$ cat src/roc_pkg.sv
package roc_pkg;
    // Special function register addresses
    localparam logic [7:0] ROC_ADDR_INDEX_SELECT = 8'hac;
    localparam logic [7:0] ROC_ADDR_DATA_PORT = 8'had;
    localparam logic [7:0] ROC_DATA_RESET = 8'h00;

    // Indirect register indices
    localparam logic [3:0] ROC_IDX_OSC_CONTROL = 4'h6;
    localparam logic [3:0] ROC_IDX_LOAD_CAP = 4'h7;
    localparam logic [3:0] ROC_IDX_PIN_SHORT = 4'h8;

    // Index select fields
    localparam int ROC_BIT_BUSY = 7;

    // Oscillator control fields
    localparam int ROC_BIT_POWER = 7;
    localparam int ROC_BIT_GAIN = 6;
    localparam int ROC_BIT_BIAS_DOUBLE = 5;
    localparam int ROC_BIT_XTAL_VALID = 4;
    localparam int ROC_BIT_XTAL_MODE = 3;

    // Load capacitance and pin short fields
    localparam int ROC_BIT_AUTO_STEP = 7;
    localparam int ROC_BIT_LOAD_READY = 6;
    localparam int ROC_BIT_PIN_SHORT = 0;

    localparam logic [3:0] ROC_CAP_MIN = 4'h0;
    localparam logic [3:0] ROC_CAP_FINE_LAST = 4'hb;
    // Load capacitance in tenths of a pF
    localparam logic [7:0] ROC_CAP_BASE_TENTH = 8'h28;
    localparam logic [7:0] ROC_CAP_FINE_TENTH = 8'h05;
    localparam logic [7:0] ROC_CAP_COARSE_BASE = 8'h5f;
    localparam logic [7:0] ROC_CAP_COARSE_TENTH = 8'h0a;

    // Oscillator edges per capacitance step
    localparam int ROC_STEP_OSC_CYCLES = 64;

    typedef enum logic [0:0] {
        ROC_STEP_IDLE = 1'b0,
        ROC_STEP_RUN = 1'b1
    } roc_step_e;

    typedef struct packed {
        logic power;
        logic gain;
        logic bias_double;
        logic xtal_mode;
        logic pin_short;
        logic [3:0] cap_applied;
    } roc_analog_s;
endpackage : roc_pkg

$ cat src/roc_osc_ctrl.sv
// Operation
// Data port moves bytes to selected register
// Software avoids read-modify-write on data port
// Oscillator timebase crosses into system clock
// Crystal or self-oscillate mode supported
// Mode bit one selects crystal
// Software crystal start sequence, wait 20ms
// Software polls valid, ready, then tunes
// CMOS clock: lowest bias, check fail
// Bias double picks 20 or 40kHz
// Self-oscillate starts without wait
// Sixteen load settings in four bits
// Auto stepping rises from smallest setting
// Ready flag sets at final setting
// Load code maps to capacitance table
// Larger load lowers self-oscillate frequency
// Pin short control joins oscillator pins
// Busy write starts indirect read
// Bias double is control bit five
// New load value clears ready flag
// Stepping advances per oscillator interval
`timescale 1ns/10ps
`default_nettype none
module roc_osc_ctrl #(
    parameter int STEP_OSC_CYCLES = roc_pkg::ROC_STEP_OSC_CYCLES
) (
    input wire logic clock_in,
    input wire logic reset_n_in,
    input wire logic [7:0] sfr_addr_in,
    input wire logic [7:0] sfr_wdata_in,
    input wire logic sfr_wr_in,
    input wire logic sfr_rd_in,
    input wire logic osc_clk_in,
    input wire logic xtal_valid_in,
    output logic [7:0] sfr_rdata_out,
    output roc_pkg::roc_analog_s analog_out,
    output logic [7:0] cap_tenth_pf_out
);
    // ----------------------------------------------------------------
    // Synchronisers for the oscillator timebase and analog detector
    // ----------------------------------------------------------------
    logic [1:0] osc_sync;
    logic osc_last;
    logic [1:0] valid_sync;
    logic osc_edge;

    always_ff @(posedge clock_in) begin
        if (!reset_n_in) begin
            osc_sync <= 2'h0;
            osc_last <= 1'b0;
            valid_sync <= 2'h0;
        end else begin
            osc_sync <= {osc_sync[0], osc_clk_in};
            osc_last <= osc_sync[1];
            valid_sync <= {valid_sync[0], xtal_valid_in};
        end
    end

    assign osc_edge = osc_sync[1] & ~osc_last;

    // ----------------------------------------------------------------
    // Index select and data port
    // ----------------------------------------------------------------
    logic [3:0] index_sel;
    logic busy;
    logic [7:0] data_port;
    logic wr_index;
    logic wr_data;
    logic [7:0] indirect_value;
    logic power;
    logic gain;
    logic bias_double;
    logic xtal_mode;
    logic auto_step;
    logic [3:0] cap_final;
    logic [3:0] cap_applied;
    logic load_ready;
    logic pin_short;

    assign wr_index = sfr_wr_in && (sfr_addr_in == roc_pkg::ROC_ADDR_INDEX_SELECT);
    assign wr_data = sfr_wr_in && (sfr_addr_in == roc_pkg::ROC_ADDR_DATA_PORT);

    always_comb begin
        indirect_value = 8'h00;
        unique case (index_sel)
            roc_pkg::ROC_IDX_OSC_CONTROL: begin
                indirect_value[roc_pkg::ROC_BIT_POWER] = power;
                indirect_value[roc_pkg::ROC_BIT_GAIN] = gain;
                indirect_value[roc_pkg::ROC_BIT_BIAS_DOUBLE] = bias_double;
                indirect_value[roc_pkg::ROC_BIT_XTAL_VALID] = valid_sync[1];
                indirect_value[roc_pkg::ROC_BIT_XTAL_MODE] = xtal_mode;
            end
            roc_pkg::ROC_IDX_LOAD_CAP: begin
                indirect_value[roc_pkg::ROC_BIT_AUTO_STEP] = auto_step;
                indirect_value[roc_pkg::ROC_BIT_LOAD_READY] = load_ready;
                indirect_value[3:0] = cap_final;
            end
            roc_pkg::ROC_IDX_PIN_SHORT: begin
                indirect_value[roc_pkg::ROC_BIT_PIN_SHORT] = pin_short;
            end
            default: begin
                indirect_value = 8'h00;
            end
        endcase
    end

    always_ff @(posedge clock_in) begin
        if (!reset_n_in) begin
            index_sel <= 4'h0;
            busy <= 1'b0;
        end else if (wr_index) begin
            index_sel <= sfr_wdata_in[3:0];
            busy <= sfr_wdata_in[roc_pkg::ROC_BIT_BUSY];
        end else begin
            busy <= 1'b0;
        end
    end

    // A data port write or a busy index write transfers; a read just returns the port latch, not the selected register
    always_ff @(posedge clock_in) begin
        if (!reset_n_in) begin
            data_port <= roc_pkg::ROC_DATA_RESET;
        end else if (wr_data) begin
            data_port <= sfr_wdata_in;
        end else if (busy) begin
            data_port <= indirect_value;
        end
    end

    always_ff @(posedge clock_in) begin
        if (!reset_n_in) begin
            sfr_rdata_out <= 8'h00;
        end else if (sfr_rd_in && sfr_addr_in == roc_pkg::ROC_ADDR_INDEX_SELECT) begin
            sfr_rdata_out <= {busy, 3'h0, index_sel};
        end else if (sfr_rd_in && sfr_addr_in == roc_pkg::ROC_ADDR_DATA_PORT) begin
            sfr_rdata_out <= data_port;
        end else begin
            sfr_rdata_out <= 8'h00;
        end
    end

    // ----------------------------------------------------------------
    // Indirect control registers
    // ----------------------------------------------------------------
    always_ff @(posedge clock_in) begin
        if (!reset_n_in) begin
            power <= 1'b0;
            gain <= 1'b0;
            bias_double <= 1'b0;
            xtal_mode <= 1'b0;
            pin_short <= 1'b0;
        end else if (wr_data && index_sel == roc_pkg::ROC_IDX_OSC_CONTROL) begin
            power <= sfr_wdata_in[roc_pkg::ROC_BIT_POWER];
            gain <= sfr_wdata_in[roc_pkg::ROC_BIT_GAIN];
            bias_double <= sfr_wdata_in[roc_pkg::ROC_BIT_BIAS_DOUBLE];
            xtal_mode <= sfr_wdata_in[roc_pkg::ROC_BIT_XTAL_MODE];
        end else if (wr_data && index_sel == roc_pkg::ROC_IDX_PIN_SHORT) begin
            pin_short <= sfr_wdata_in[roc_pkg::ROC_BIT_PIN_SHORT];
        end
    end

    // ----------------------------------------------------------------
    // Load capacitance stepping
    // ----------------------------------------------------------------
    roc_pkg::roc_step_e step_state;
    logic [$clog2(STEP_OSC_CYCLES + 1)-1:0] step_count;
    logic wr_cap;

    assign wr_cap = wr_data && index_sel == roc_pkg::ROC_IDX_LOAD_CAP;

    always_ff @(posedge clock_in) begin
        if (!reset_n_in) begin
            auto_step <= 1'b0;
            cap_final <= roc_pkg::ROC_CAP_MIN;
        end else if (wr_cap) begin
            auto_step <= sfr_wdata_in[roc_pkg::ROC_BIT_AUTO_STEP];
            cap_final <= sfr_wdata_in[3:0];
        end
    end

    always_ff @(posedge clock_in) begin
        if (!reset_n_in) begin
            step_state <= roc_pkg::ROC_STEP_IDLE;
            cap_applied <= roc_pkg::ROC_CAP_MIN;
            step_count <= '0;
            load_ready <= 1'b0;
        end else if (wr_cap) begin
            load_ready <= 1'b0;
            step_count <= '0;
            step_state <= roc_pkg::ROC_STEP_RUN;
            if (sfr_wdata_in[roc_pkg::ROC_BIT_AUTO_STEP]) begin
                cap_applied <= roc_pkg::ROC_CAP_MIN;
            end else begin
                cap_applied <= sfr_wdata_in[3:0];
            end
        end else begin
            unique case (step_state)
                roc_pkg::ROC_STEP_IDLE: begin
                    step_count <= '0;
                end
                roc_pkg::ROC_STEP_RUN: begin
                    if (cap_applied == cap_final) begin
                        load_ready <= 1'b1;
                        step_state <= roc_pkg::ROC_STEP_IDLE;
                    end else if (osc_edge) begin
                        if (step_count == ($bits(step_count))'(STEP_OSC_CYCLES - 1)) begin
                            step_count <= '0;
                            cap_applied <= cap_applied + 4'h1;
                        end else begin
                            step_count <= step_count + 1'b1;
                        end
                    end
                end
            endcase
        end
    end

    // ----------------------------------------------------------------
    // Analog controls
    // ----------------------------------------------------------------
    // Mode, bias and load drive the oscillator directly: self-oscillate
    // needs no start wait, and a larger load code lowers its frequency
    always_ff @(posedge clock_in) begin
        if (!reset_n_in) begin
            analog_out <= '0;
        end else begin
            analog_out.power <= power;
            analog_out.gain <= gain & xtal_mode;
            analog_out.bias_double <= bias_double;
            analog_out.xtal_mode <= xtal_mode;
            analog_out.pin_short <= pin_short;
            analog_out.cap_applied <= cap_applied;
        end
    end

    always_ff @(posedge clock_in) begin
        if (!reset_n_in) begin
            cap_tenth_pf_out <= roc_pkg::ROC_CAP_BASE_TENTH;
        end else if (cap_applied <= roc_pkg::ROC_CAP_FINE_LAST) begin
            cap_tenth_pf_out <= roc_pkg::ROC_CAP_BASE_TENTH
                + 8'(cap_applied * roc_pkg::ROC_CAP_FINE_TENTH);
        end else begin
            cap_tenth_pf_out <= roc_pkg::ROC_CAP_COARSE_BASE
                + 8'((cap_applied - roc_pkg::ROC_CAP_FINE_LAST)
                * roc_pkg::ROC_CAP_COARSE_TENTH);
        end
    end
endmodule : roc_osc_ctrl
`default_nettype wire

$ cat config.mk
export PLATFORM = sky130hd
export DESIGN_NAME = roc_osc_ctrl
export DESIGN_NICKNAME = d
export VERILOG_FILES = /design/src/roc_pkg.sv /design/src/roc_osc_ctrl.sv
export SDC_FILE = /design/constraint.sdc
export NUM_CORES = 1
export LEC_CHECK = 0
export ABC_AREA = 1
export BUFFER_PORTS_ARGS = -buffer_cell sky130_fd_sc_hd__buf_4
export CORE_ASPECT_RATIO = 0.6
export CORE_MARGIN = 3
export CORE_UTILIZATION = 51
export CTS_CLUSTER_DIAMETER = 120
export CTS_CLUSTER_SIZE = 24
export DETAILED_ROUTE_END_ITERATION = 10
export GPL_TIMING_DRIVEN = 1
export PLACE_DENSITY_LB_ADDON = 0.12
export RECOVER_POWER = 50
export SLEW_MARGIN = 20
export SYNTH_ARGS = -nofsm -noshare
export SYNTH_HDL_FRONTEND = slang
export SYNTH_SLANG_ARGS = --single-unit
$ cat constraint.sdc
create_clock -name clock_in -period 2.26 [get_ports clock_in]
set_input_delay 0.452 -clock clock_in [delete_from_list [all_inputs] [get_ports clock_in]]
set_output_delay 0.452 -clock clock_in [all_outputs]
set_load 0.1 [all_outputs]
== Yosys cells after proc, flatten, opt, wreduce, memory -nomap -nowiden ==
Index checks and enable logic that the tools add are counted.

* Bits of input ports: 22
* Flip-flop bits (word level): 66
* Word-level logic and storage cells: 92
* Output and inout bits: 25

* Multiplexer cells: 23
* Equal/unequal tests: 10
* Reduce and logical (&&, ||, !) cells: 18
* Add/sub/neg operators: 5
* Bitwise gates (word level): 7
* $mul: 2
* Magnitude comparators: 1

{| class="wikitable"
|+ Operators by type and width
! cell !! number
|-
| $mux W8 || 5
|-
| $mux W4 || 6
|-
| $mux W7 || 3
|-
| $eq A8 B8 Y1 const B || 2
|-
| $pmux W7 S2 || 1
|-
| $add A6 B7 Y8 const A || 1
|-
| $add A7 B8 Y8 const A || 1
|-
| $eq A4 B3 Y1 const B || 2
|-
| $mul A8 B3 Y7 const B || 1
|-
| $reduce_and A2 Y1 || 4
|-
| $reduce_bool A2 Y1 || 4
|-
| $add A7 B1 Y7 const B || 1
|-
| $eq A7 B6 Y1 const B || 1
|-
| $logic_and A1 B1 Y1 || 7
|-
| $mul A4 B3 Y7 const B || 1
|-
| $ne A2 B2 Y1 const B || 3
|-
| $not A1 Y1 || 5
|-
| $sub A4 B4 Y5 const B || 1
|-
| $add A4 B1 Y4 const B || 1
|-
| $eq A4 B4 Y1 || 1
|-
| $eq A4 B4 Y1 const B || 1
|-
| $le A4 B4 Y1 const B || 1
|-
| $mux W2 || 2
|-
| $pmux W1 S2 || 2
|-
| 6 further kinds || 9
|}

== Logic depth before layout (Yosys ltp) ==
Gate-level depths: netlist of the first run.

* Depth after elaboration: 6
* Gate-level depth with buffers: 20
* Depth with buffers taken out: 19

== Worst setup path before layout of the first run ==
Ideal clock, no wire load.

* Kind: reg2reg
* From: register cap_applied[2]
* To: register cap_tenth_pf_out[7]
* Slack: -0.225 ns
* Buffers on the path: 1
* Arrival: 2.353 ns
* Clock period less this slack: 2.485 ns
* Cell stages (with the launch flop): 17
* Data required time: 2.128 ns
* Cells stage by stage: dfxtp_1 buf_4 inv_2 ha_1 nand2_1 a21oi_1 nor2_1 ha_1 ha_1 fa_1 nand2_1 nand2_1 inv_1 nand2_1 nand2_1 nand2_1 a21oi_1

* Longest elaborated chain between the ends: 4
* Elaborated cells between the ends (all ways): 7
* Classes of those cells: add/sub (3); mul (2); order compare (1); mux (1)

{| class="wikitable"
|+ RTL lines
! element !! RTL line !! source
|-
| from (decl) || roc_osc_ctrl.sv:76 || <nowiki>logic [3:0] cap_applied;</nowiki>
|-
| from (signal assigned) || roc_osc_ctrl.sv:184 || <nowiki>cap_applied <= roc_pkg::ROC_CAP_MIN;</nowiki>
|-
| from (signal assigned) || roc_osc_ctrl.sv:192 || <nowiki>cap_applied <= roc_pkg::ROC_CAP_MIN;</nowiki>
|-
| from (signal assigned) || roc_osc_ctrl.sv:194 || <nowiki>cap_applied <= sfr_wdata_in[3:0];</nowiki>
|-
| $sub A4 B4 Y5 || roc_osc_ctrl.sv:244 || <nowiki>+ 8'((cap_applied - roc_pkg::ROC_CAP_FINE_LAST)</nowiki>
|-
| $mul A8 B3 Y7 || roc_osc_ctrl.sv:245 || <nowiki>* roc_pkg::ROC_CAP_COARSE_TENTH);</nowiki>
|-
| $add A7 B8 Y8 || roc_osc_ctrl.sv:244 ||
|-
| $mux W8 (*) || roc_osc_ctrl.sv:239 || <nowiki>end else if (cap_applied <= roc_pkg::ROC_CAP_FINE_LAST) begin</nowiki>
|-
| to (signal assigned) || roc_osc_ctrl.sv:238 || <nowiki>cap_tenth_pf_out <= roc_pkg::ROC_CAP_BASE_TENTH;</nowiki>
|-
| to (signal assigned) || roc_osc_ctrl.sv:240 || <nowiki>cap_tenth_pf_out <= roc_pkg::ROC_CAP_BASE_TENTH</nowiki>
|-
| to (signal assigned) || roc_osc_ctrl.sv:243 || <nowiki>cap_tenth_pf_out <= roc_pkg::ROC_CAP_COARSE_BASE</nowiki>
|-
| to (decl) || roc_osc_ctrl.sv:37 || <nowiki>output logic [7:0] cap_tenth_pf_out</nowiki>
|}

Every way passes the cells marked *; elsewhere a longest branch is shown, timed or not.
A chain may end at the register's enable or synchronous reset.

== Worst setup path after layout of the first run ==
Ends and elaborated chain as after synthesis.

==> metrics.md, run 1 <==
| Metric | Value |
|---|---|
| Routed WL | 7950 µm |
| RSZ-0062 raised after global routing | true |
| Post-cts hold buffer count | 0 |
| R2r setup slk | -70 ps |
| Final Hold Vio Count | 0 |
| Layout cells sized above 1 | 19.8% |
| Synth warnings | 0 |
| Initial drt markers | 238 |
| Via/cell ratio | 5.07 |
| Most used cell, CP | nand2_1 |
| Synth Register Bits | 66 |
| Placed Instance Area | 0.00379 mm² |
| Power Total | 0.00237 W |
| Max-slew headroom at the worst pin | 63.1% |
| Crit end category | flop |
| Fin crit period | 2330 ps |
| Clock Pin Slew Worst Setup and Hold Paths | 80 ps |
| WL/cell | 13.1 µm |
| PortBufs | 46 |
| Post-Syn Nets | 499 |
| Worst Tran Pin Value | 556 ps |
| Clk_lat worst skew | 350 ps |
| Sequential fraction of the synthesis area | 40.4% |
| Primary FF master, synth | dfxtp_1 |
| CTS buffer count | 9 |
| Max Buffers Root-to-Sink | 2 |
| CTS tree | done |
| Core Util, Final | 68.1% |
| Die area | 0.00745 mm² |
| Vias in the first global route | 2,727 |
| Bufs and invs on worst path | 2 |
| Final-report max-slew violation count | 0 |
| Crit Path Category | reg2reg |
| Critical path cell sequence | inv_4 > ha_4 > nand2_4 > nand2_2 > nor2_2 > nor2_2 > ha_1 > ha_2 > fa_2 > nand2_1 > nand2_1 > inv_1 > nand2_1 > nand2_1 > nand2_1 > a21oi_1 |
| CP arrival | 2550 ps |
| Fmax | 0.430 GHz |
| Post-layout net count | 561 |
| Max-cap violation count | 0 |
| Type of the worst min-delay path | in2reg |
| Cells after synthesis | 459 |
| Period utilization | 103% |
| Clk sinks | 66 |
| Fraction of registers with async set/reset | 0% |
| Cell row count | 21 |
| Ports | 47 |
| Synth unique cells | 33 |
| Final WS setup | -68.2 ps |
| First-pass GRT wire length | 12,700 µm |
| Hpwl dp | 5870 µm |
| Final instance area | 0.00401 mm² |
| Largest net degree at the start of global routing | 46 |
| EDFF count, synth | 0 |
| Via count | 3,074 |
| # DRC | 0 |
| Initial Utilization | 55.6% |
| Crit Path Max Fanout | 3 |
| Peak VDD IR | 381 µV |
| Top delay family on crit path | adder cells |
| Violated checks | setup timing |
| Pwr dens | 590 mW/mm² |
| Gpl congestion | 0.838 |
| Synthesis-to-layout area growth | 22.4% |
| Die Wd | 109 µm |
| GRT overflow | 0 |
| Total GRT Usage | 22.4% |
| Die span in y | 68.1 µm |
| CP peak stage delay | 550 ps |
| Crit path max-delay cell type | fa_2 |
| Clock root cell | clkbuf_8 |
| CTS H-tree depth | 3 |
| Initial antenna violation count | 0 |
| Post-Syn Area per Cell | 7.13 µm² |
| Crit start category | flop |
| Routed Antenna Nets | 0 |
| Worst Skew | 7.99 ps |
| Worst EP required | 2480 ps |
| Core Area | 0.00589 mm² |
| Cell Area, Synth | 0.00327 mm² |
| Ant. Diodes | 0 |
| Status | complete, but fails checks |
| First drt pass iteration count | 5 |
| Leakage | 1.98 nW |
| Setup Viol. Count Final | 2 |
-- worst min-delay path: cells and delay by family --
kind / cells / cell delay [ps]
buffers and inverters: 2 / 110
AND/OR/NAND/NOR: 1 / 40
-- timing repair --
item	CTS	global route
endpoints found under the setup margin	3	3
gates resized for setup	6	6
pin swaps	5	2
buffers inserted	0	1
endpoints found under the hold margin	0	0
-- synth_stat cells, types with 4 or more instances --
| cell type | number | area share, % |
|---|---|---|
| o21ai_0 | 30 | 4.6 |
| xor2_1 | 4 | 1.1 |
| inv_2 | 6 | 0.69 |
| ha_1 | 15 | 5.7 |
| a21oi_1 | 23 | 3.5 |
| buf_1 | 4 | 0.46 |
| nand4_1 | 11 | 2.1 |
| dfxtp_1 | 66 | 40 |
| nor2_1 | 34 | 3.9 |
| nand2_1 | 126 | 14 |
| nand3_1 | 34 | 5.2 |
| inv_1 | 68 | 7.8 |
-- cells by family after synthesis --
logic type | synth area share (%)
flip-flops | 40.4
AO/OA/AOI/OAI | 9.60
buffers and inverters | 10.9
adder cells (fa/ha/maj) | 7.57
AND/OR/NAND/NOR | 30.0
XOR/XNOR | 1.61
-- flip-flops by register name, summed over array words and instances, names as in the netlist --
name / count
auto_step: 1
cap_applied: 4
analog_out: 9
bias_double: 1
valid_sync: 2
pin_short: 1
xtal_mode: 1
gain: 1
osc_last: 1
index_sel: 4
power: 1
load_ready: 1
cap_final: 4
cap_tenth_pf_out: 8
step_count: 7
step_state: 1
data_port: 8
sfr_rdata_out: 8
osc_sync: 2
busy: 1
-- report_power, final --
part	total [W]	switching [W]	internal [W]
Combinational	0.0000788	0.0000470	0.0000318
Sequential	0.00117	0.00000130	0.00116
Clock	0.00112	0.000490	0.000630
Total	0.00237	0.000538	0.00183
-- per-stage QoR --
step	hold WS [ps]	std cells	worst slack [ps]	setup TNS, ps
4_1_cts	265	605	-81.0	-81.0
2_1_floorplan	390	459	-98.0	-103
5_1_grt	271	606	-198	-430
3_5_place_dp	404	589	-132	-182
6_report	275	606	-68.2	-119
3_3_place_gp	394	589	-45.1	-45.1
-- cell usage in the layout, fill, tap and decap left out, types with 2 or more instances in the layout --
| master | count |
|---|---|
| nand2_2 | 3 |
| nor2_1 | 35 |
| clkinv_4 | 2 |
| nor3_1 | 2 |
| nor3b_1 | 2 |
| o21ai_0 | 29 |
| inv_6 | 2 |
| o21ai_1 | 3 |
| nand2_4 | 2 |
| dfxtp_2 | 2 |
| clkbuf_1 | 2 |
| xor2_1 | 4 |
| nand2_1 | 126 |
| inv_1 | 69 |
| nand4_1 | 11 |
| ha_1 | 12 |
| clkbuf_8 | 9 |
| xnor2_1 | 2 |
| buf_4 | 54 |
| inv_2 | 4 |
| dfxtp_1 | 63 |
| clkbuf_2 | 7 |
| ha_4 | 2 |
| a21oi_1 | 21 |
| bufinv_16 | 2 |
| nand3_1 | 35 |
| fa_1 | 2 |
| nor2_2 | 3 |
-- layout make-up --
| cell class | count | area [µm²] |
|---|---|---|
| timing repair buffer | 64 | 455 |
| inverter | 74 | 280 |
| sequential | 66 | 1330 |
| multi-input combinational | 306 | 1620 |
| fill | 521 | 1880 |
| clock buffer | 9 | 124 |
| tap | 80 | 100 |
| clock inverter | 7 | 100 |
-- layer usage --
| metal | GRT usage (%) | share of wire, % | vias up |
|---|---|---|---|
| li1 | - | - | 1568 |
| met1 | 32.8 | 50 | 1392 |
| met2 | 32.2 | 42 | 106 |
| met3 | 5.66 | 7.6 | 8 |
| met4 | 6.69 | 0.94 | 0 |
| met5 | 0 | 0 | - |
-- path summary, 6_finish.rpt --
kind | start | end | cells past startpoint
setup / recovery | cap_applied[2]$_SDFFE_PN0P_ | cap_tenth_pf_out[7]$_SDFF_PN0_ | 16
hold / removal | xtal_valid_in | valid_sync[0]$_SDFF_PN0_ | 3
setup reg to reg | cap_applied[2]$_SDFFE_PN0P_ | cap_tenth_pf_out[7]$_SDFF_PN0_ | 16
hold reg to reg | osc_sync[0]$_SDFF_PN0_ | osc_sync[1]$_SDFF_PN0_ | 2
No activity file was read; power rests on OpenSTA's default activity.
==> inputs of run 2 (changes only) <==
--- a/config.mk
+++ b/config.mk
@@ -8,7 +8,7 @@
 export ABC_AREA = 1
 export BUFFER_PORTS_ARGS = -buffer_cell sky130_fd_sc_hd__buf_4
 export CORE_ASPECT_RATIO = 0.6
-export CORE_MARGIN = 3
+export CORE_MARGIN = 5
 export CORE_UTILIZATION = 51
 export CTS_CLUSTER_DIAMETER = 120
 export CTS_CLUSTER_SIZE = 24
@@ -20,3 +20,4 @@
 export SYNTH_ARGS = -nofsm -noshare
 export SYNTH_HDL_FRONTEND = slang
 export SYNTH_SLANG_ARGS = --single-unit
+export TNS_END_PERCENT = 100
==> constraint.sdc (replaced) <==
create_clock -name clock_in -period 2.26 [get_ports clock_in]
set_input_delay 0.452 -clock clock_in [delete_from_list [all_inputs] [get_ports clock_in]]
set_output_delay 0.452 -clock clock_in [all_outputs]
set_load 0.01 [all_outputs]
==> run 2 against run 1 <==
Effect of this change:
- the run still ends with setup timing left
- non-clock buffer count did not move
- setup slack got worse by 59 ps
- cell count grew 0.66%
- utilization shrank 4.2 points
- sequential share of layout area up 0.45 points
- via count fell by 3.4%
- maximum frequency down 2.5%
- count of clock-buffer cells in the layout increased by 1
- cell area decreased by 1.6%
==> metrics.md, run 2 (synthesis results as in run 1) <==
| Metric | Value |
|---|---|
| Status | complete, but fails checks |
| Violated checks | setup timing |
| Pwr dens | 572 mW/mm² (-3.0%) |
| Placed Instance Area | 0.00381 mm² (+0.33%) |
| Hold depth | 3 (unchanged) |
| Fmax | 0.419 GHz (-2.5%) |
| Highest-count cells in the layout ignoring fill and taps | nand2_1, inv_1, dfxtp_1 |
| Hpwl dp | 5760 µm (-1.9%) |
| Max Buffers Root-to-Sink | 2 (unchanged) |
| Post-placement cell count | 594 (+0.85%) |
| Period utilization | 106% (+2.6 points) |
| First-pass GRT wire length | 12,900 µm (+1.5%) |
| Via/cell ratio | 4.87 (-4.0%) |
| Crit end category | flop |
| Cell row count | 22 (+4.8%) |
| Vias in the first global route | 2,815 (+3.2%) |
| Final instance area | 0.00394 mm² (-1.6%) |
| Ant. Diodes | 0 (unchanged) |
| CTS tree | done |
| Clk sinks | 66 (unchanged) |
| Max FFs per register | 9 (unchanged) |
| Setup Viol. Count Final | 3 (+1) |
| Synthesis-to-layout area growth | 20.5% |
| Fin crit period | 2390 ps (+59.1 ps) |
| Initial antenna violation count | 0 (unchanged) |
| Die span in y | 72.1 µm (+5.9%) |
| Final-report max-slew violation count | 0 (unchanged) |
| Die area | 0.00817 mm² (+9.7%) |
| Final setup TNS | -168 ps (-49.3 ps) |
| CP arrival | 2610 ps (+60 ps) |
| Largest net degree at the start of global routing | 46 (unchanged) |
| CTS H-tree depth | 3 (unchanged) |
| Crit start category | flop |
| Hold Path End | valid_sync[0]$_SDFF_PN0_ |
| Initial drt markers | 137 (-42%) |
| PortBufs | 46 (unchanged) |
| Type of the worst min-delay path | in2reg |
| GRT overflow | 0 (unchanged) |
| First drt pass iteration count | 5 (unchanged) |
| Clk_lat worst skew | 350 ps (about the same) |
| R2R Path Start | cap_applied[2]$_SDFFE_PN0P_ |
| Peak VDD IR | 310 µV (-19%) |
| Ports | 47 (unchanged) |
| Worst EP required | 2480 ps (about the same) |
| Die Wd | 113 µm (+3.7%) |
| Final WS setup | -127 ps (-59.1 ps) |
| Most flop-heavy register | analog_out |
| Max-slew headroom at the worst pin | 69.2% (+6.1 points) |
| WL/cell | 12.6 µm (-3.9%) |
| RSZ-0062 raised after global routing | true |
| Via count | 2,970 (-3.4%) |
| # DRC | 0 (unchanged) |
| Leakage | 1.92 nW (-3.2%) |
| Worst R2R End | cap_tenth_pf_out[7]$_SDFF_PN0_ |
| Worst reg2reg path depth | 16 (unchanged) |
| Initial Utilization | 53.1% (-2.5 points) |
| Final Hold Vio Count | 0 (unchanged) |
| Gpl congestion | 0.837 (about the same) |
| Post-layout net count | 561 (unchanged) |
| Layout cells sized above 1 | 16.0% (-3.8 points) |
| Fin cells | 610 (+0.66%) |
| Clock root cell | clkbuf_8 |
| Routed WL | 7690 µm (-3.3%) |
| Core Area | 0.00617 mm² (+4.8%) |
| Hold Startpoint | xtal_valid_in |
| CTS buffer count | 9 (unchanged) |
| Routed Antenna Nets | 0 (unchanged) |
| Worst Tran Pin Value | 462 ps (-94.1 ps) |
| Clock Pin Slew Worst Setup and Hold Paths | 70 ps (about the same) |
| Max-cap violation count | 0 (unchanged) |
| Commonest non-fill, non-tap cell in the layout | nand2_1 |
| Total GRT Usage | 19.9% (-2.5 points) |
| Crit Path Max Fanout | 3 (unchanged) |
| R2r setup slk | -130 ps (-60 ps) |
| Worst Skew | 5.18 ps (-2.81 ps) |
| Crit Path Category | reg2reg |
## run 2: worst max path at each step
stage | start | end | slack [ps] | depth (start not counted)
floorplan | cap_applied[2]$_SDFFE_PN0P_ | cap_tenth_pf_out[7]$_SDFF_PN0_ | -100 | 16
global placement | cap_applied[1]$_SDFFE_PN0P_ | cap_tenth_pf_out[7]$_SDFF_PN0_ | -30 | 14
detailed placement | cap_applied[1]$_SDFFE_PN0P_ | cap_tenth_pf_out[7]$_SDFF_PN0_ | -140 | 15
CTS | cap_applied[2]$_SDFFE_PN0P_ | cap_tenth_pf_out[7]$_SDFF_PN0_ | -80 | 19
global route | cap_applied[0]$_SDFFE_PN0P_ | cap_tenth_pf_out[7]$_SDFF_PN0_ | -270 | 13
finish | cap_applied[2]$_SDFFE_PN0P_ | cap_tenth_pf_out[7]$_SDFF_PN0_ | -130 | 16
## run 2: where the power goes
group	leakage, nW	internal (W)	switching [W]
Sequential	0.533	0.00117	0.00000130
Clock	0.103	0.000541	0.000468
Combinational	1.28	0.0000319	0.0000480
## run 2: layout make-up
type / count / area (µm²)
Fill cell: 598 / 2220
Multi-Input combinational cell: 306 / 1640
Sequential cell: 66 / 1320
Timing Repair Buffer: 64 / 394
Inverter: 74 / 280
Clock buffer: 10 / 138
Tap cell: 84 / 105
Clock inverter: 6 / 65.1
## run 2: through the flow
stage	hold WS (ps)	setup WS (ps)	utilization, %	power, W
2_1_floorplan	390	-98.0	-	0.00123
3_3_place_gp	392	-27.9	61.7	0.00127
3_5_place_dp	403	-141	61.7	0.00128
4_1_cts	269	-84.3	65.0	0.00227
5_1_grt	284	-274	63.9	0.00233
6_report	281	-127	63.9	0.00226
## run 2: worst max-delay path: stages (launching register included)
cell	delay, ps
dfxtp_2	360
inv_4	40
ha_4	150
nand2_4	60
nand2_2	50
nor2_1	90
nor2_1	70
ha_1	320
ha_4	190
fa_2	550
nand2_1	50
nand2_1	80
inv_1	40
nand2_1	50
nand2_1	40
nand2_1	70
a21oi_2	50
## run 2: layer usage
| layer | vias to the layer above | global-route usage, % | routed length [µm] |
|---|---|---|---|
| met4 | 0 | 6.00 | 87 |
| met5 | - | 0 | 0 |
| met1 | 1304 | 26.5 | 3850 |
| li1 | 1571 | - | - |
| met2 | 84 | 31.0 | 3250 |
| met3 | 11 | 6.50 | 503 |
## run 2: what timing repair did
item / CTS / global route
pin swaps: 0 / 6
hold buffers: 0 / 0
gates cloned: 0 / 0
resized for setup: 2 / 5
endpoints found under the setup margin: 3 / 3
buffers inserted: 0 / 0
==> inputs of run 3 (changes only) <==
--- a/config.mk
+++ b/config.mk
@@ -20,4 +20,4 @@
 export SYNTH_ARGS = -nofsm -noshare
 export SYNTH_HDL_FRONTEND = slang
 export SYNTH_SLANG_ARGS = --single-unit
-export TNS_END_PERCENT = 100
+export TNS_END_PERCENT = 10
==> run 3 against run 2 <==
Effect of this change:
- clock skew grew 6.4 ps
- power rose by 0.70%
- largest cell class unchanged
- the flow still finishes with violations (setup timing)
- critical path type unchanged
- setup slack improved by 28 ps
- largest power group unchanged
- die area unchanged
==> metrics.md, run 3 (synthesis results as in run 1) <==
| Metric | Value |
|---|---|
| Setup Viol. Count Final | 3 (unchanged) |
| Ant. Diodes | 0 (unchanged) |
| Clock root cell | clkbuf_8 |
| Die span in y | 72.1 µm (unchanged) |
| Crit path max-delay cell type | fa_2 |
| Max Buffers Root-to-Sink | 2 (unchanged) |
| Total GRT Usage | 20.5% (+0.54 points) |
| Logic pwr share | 3.5% (about the same) |
| Via count | 3,013 (+1.4%) |
| Worst reg2reg path depth | 16 (unchanged) |
| Max FFs per register | 9 (unchanged) |
| Crit Path Max Fanout | 3 (unchanged) |
| Violated checks | setup timing |
| Hold Slack | 267 ps (-14.5 ps) |
| Ports | 47 (unchanged) |
| Synthesis-to-layout area growth | 21.8% |
| Leakage | 1.93 nW (+0.70%) |
| Clk_lat worst skew | 370 ps (+20 ps) |
| First-pass GRT wire length | 13,200 µm (+2.0%) |
| Area occupied by multi-input gates | 0.00165 mm² (+0.99%) |
| Most flop-heavy register | analog_out |
| CP peak stage delay | 570 ps (+20 ps) |
| Max-cap violation count | 0 (unchanged) |
| Core Area | 0.00617 mm² (unchanged) |
| Fmax | 0.424 GHz (+1.2%) |
| Critical path cell sequence | inv_4 > ha_4 > nand2_4 > nand2_2 > nor2_2 > nor2_2 > ha_1 > ha_2 > fa_2 > nand2_2 > nand2_2 > inv_1 > nand2_1 > nand2_1 > nand2_1 > a21oi_2 |
| CP arrival | 2590 ps (-20 ps) |
| Fin crit period | 2360 ps (-27.6 ps) |
| Final-report max-slew violation count | 0 (unchanged) |
| Design internal power | 0.00171 W (-1.4%) |
| Post-layout net count | 564 (+0.53%) |
| Crit start category | flop |
| Initial Utilization | 53.1% (unchanged) |
| # DRC | 0 (unchanged) |
| Crit end category | flop |
| Initial drt markers | 214 (+56%) |
| Flop pwr share | 51.4% (-0.4 points) |
| PortBufs | 46 (unchanged) |
| Core Util, Final | 64.7% (+0.73 points) |
| Layout cells sized above 1 | 18.9% (+2.9 points) |
| Status | complete, but fails checks |
| First drt pass iteration count | 4 (-1) |
| Highest-count cells in the layout ignoring fill and taps | nand2_1, inv_1, dfxtp_1 |
| Cell row count | 22 (unchanged) |
| Post-cts hold buffer count | 0 (unchanged) |
| Post-placement cell count | 594 (unchanged) |
| Pwr dens | 570 mW/mm² (-0.44%) |
| Peak VDD IR | 278 µV (-10%) |
| Hold depth | 3 (unchanged) |
| Worst EP required | 2500 ps (+20 ps) |
| R2R Path Start | cap_applied[2]$_SDFFE_PN0P_ |
| CTS buffer count | 9 (unchanged) |
| Via/cell ratio | 4.92 (+0.95%) |
| Worst Tran Pin Value | 487 ps (+25.6 ps) |
| RSZ-0062 raised after global routing | true |
| Routed WL | 7890 µm (+2.6%) |
| Crit Path Category | reg2reg |
| WL/cell | 12.9 µm (+2.1%) |
| FF+latch area | 0.00133 mm² (about the same) |
| Switching power total | 0.000557 W (+7.7%) |
| Die Wd | 113 µm (unchanged) |
| Gpl congestion | 0.848 (+1.3%) |
| R2r setup slk | -100 ps (+30 ps) |
| GRT overflow | 0 (unchanged) |
| Commonest non-fill, non-tap cell in the layout | nand2_1 |
| Number of fill cells in the layout | 581 (-2.8%) |
| Clock Power Share | 45.1% (+0.4 points) |
| Hold Startpoint | xtal_valid_in |
| Hold Path End | valid_sync[0]$_SDFF_PN0_ |
| Hpwl dp | 5720 µm (-0.58%) |
| Type of the worst min-delay path | in2reg |
| Net Sw Frac | 24.5% (+1.6 points) |
| Clock Pin Slew Worst Setup and Hold Paths | 80 ps (about the same) |
| Max-slew headroom at the worst pin | 67.5% (-1.7 points) |
| Clk sinks | 66 (unchanged) |
| Final Hold Vio Count | 0 (unchanged) |
| Largest net degree at the start of global routing | 46 (unchanged) |
| Routed Antenna Nets | 0 (unchanged) |
| Worst R2R End | cap_tenth_pf_out[7]$_SDFF_PN0_ |
| Worst Skew | 11.5 ps (+6.35 ps) |
| Fin cells | 613 (+0.49%) |
| CTS H-tree depth | 3 (unchanged) |
| Setup crit start | cap_applied[2]$_SDFFE_PN0P_ |
| CTS tree | done |
| Final WS setup | -99.7 ps (+27.6 ps) |
| Period utilization | 104% (-1.2 points) |
| Die area | 0.00817 mm² (unchanged) |
| Initial antenna violation count | 0 (unchanged) |
| Vias in the first global route | 2,821 (+0.21%) |
## run 3: critical path, delay by kind of cell, from the launching register on
kind | cells | cell delay, ps
buffers and inverters | 2 | 80
adders and majority gates | 4 | 1190
and+or+nand+nor | 9 | 560
DFF | 1 | 350
AOI/OAI and AO/OA | 1 | 50
## run 3: area by class of cell
type                       count  share of cell area [%]
clock buffer                   9                    3.11
clock inverter                 7                    1.91
inverter                      74                    7.03
multi-input combinational    306                    41.4
sequential                    66                    33.2
tap                           84                    2.64
timing repair buffer          67                    10.6
## run 3: layer usage
layer  global-route usage, %  part of all wire, %
met5                       0                    0
met4                    7.73                 0.96
met3                    7.17                  7.2
met2                    30.4                   43
met1                    27.5                   49
## run 3: how the worst max path moves through the flow
stage	endpoint	slack (ps)	cells after the start
final	cap_tenth_pf_out[7]$_SDFF_PN0_	-100	16
after global routing	cap_tenth_pf_out[7]$_SDFF_PN0_	-250	13
after CTS	cap_tenth_pf_out[7]$_SDFF_PN0_	-90	18
after detailed placement	cap_tenth_pf_out[7]$_SDFF_PN0_	-120	17
after global placement	cap_tenth_pf_out[7]$_SDFF_PN0_	-40	14
after floorplan	cap_tenth_pf_out[7]$_SDFF_PN0_	-100	16
## run 3: power groups by stage
stage	Clock [W]	Sequential (W)	Combinational (W)
floorplan	0	0.00119	0.0000350
global placement	0	0.00119	0.0000803
detailed placement	0	0.00119	0.0000809
CTS	0.00104	0.00117	0.0000812
global route	0.00110	0.00117	0.0000890
finish	0.00102	0.00117	0.0000806
## run 3: what timing repair did
action / CTS / global route
resized for setup: 2 / 15
setup buffers: 0 / 3
pin swaps: 0 / 6
setup endpoints to repair: 3 / 3
## run 3: metrics by stage
stage	worst slack, ps	setup TNS, ps	power (W)	instance area, µm²
global route	-246	-644	0.00236	3990
finish	-99.7	-253	0.00227	3990
global placement	-39.6	-39.6	0.00127	3810
CTS	-88.8	-127	0.00229	4010
detailed placement	-122	-198	0.00128	3810
floorplan	-98.5	-105	0.00123	3300
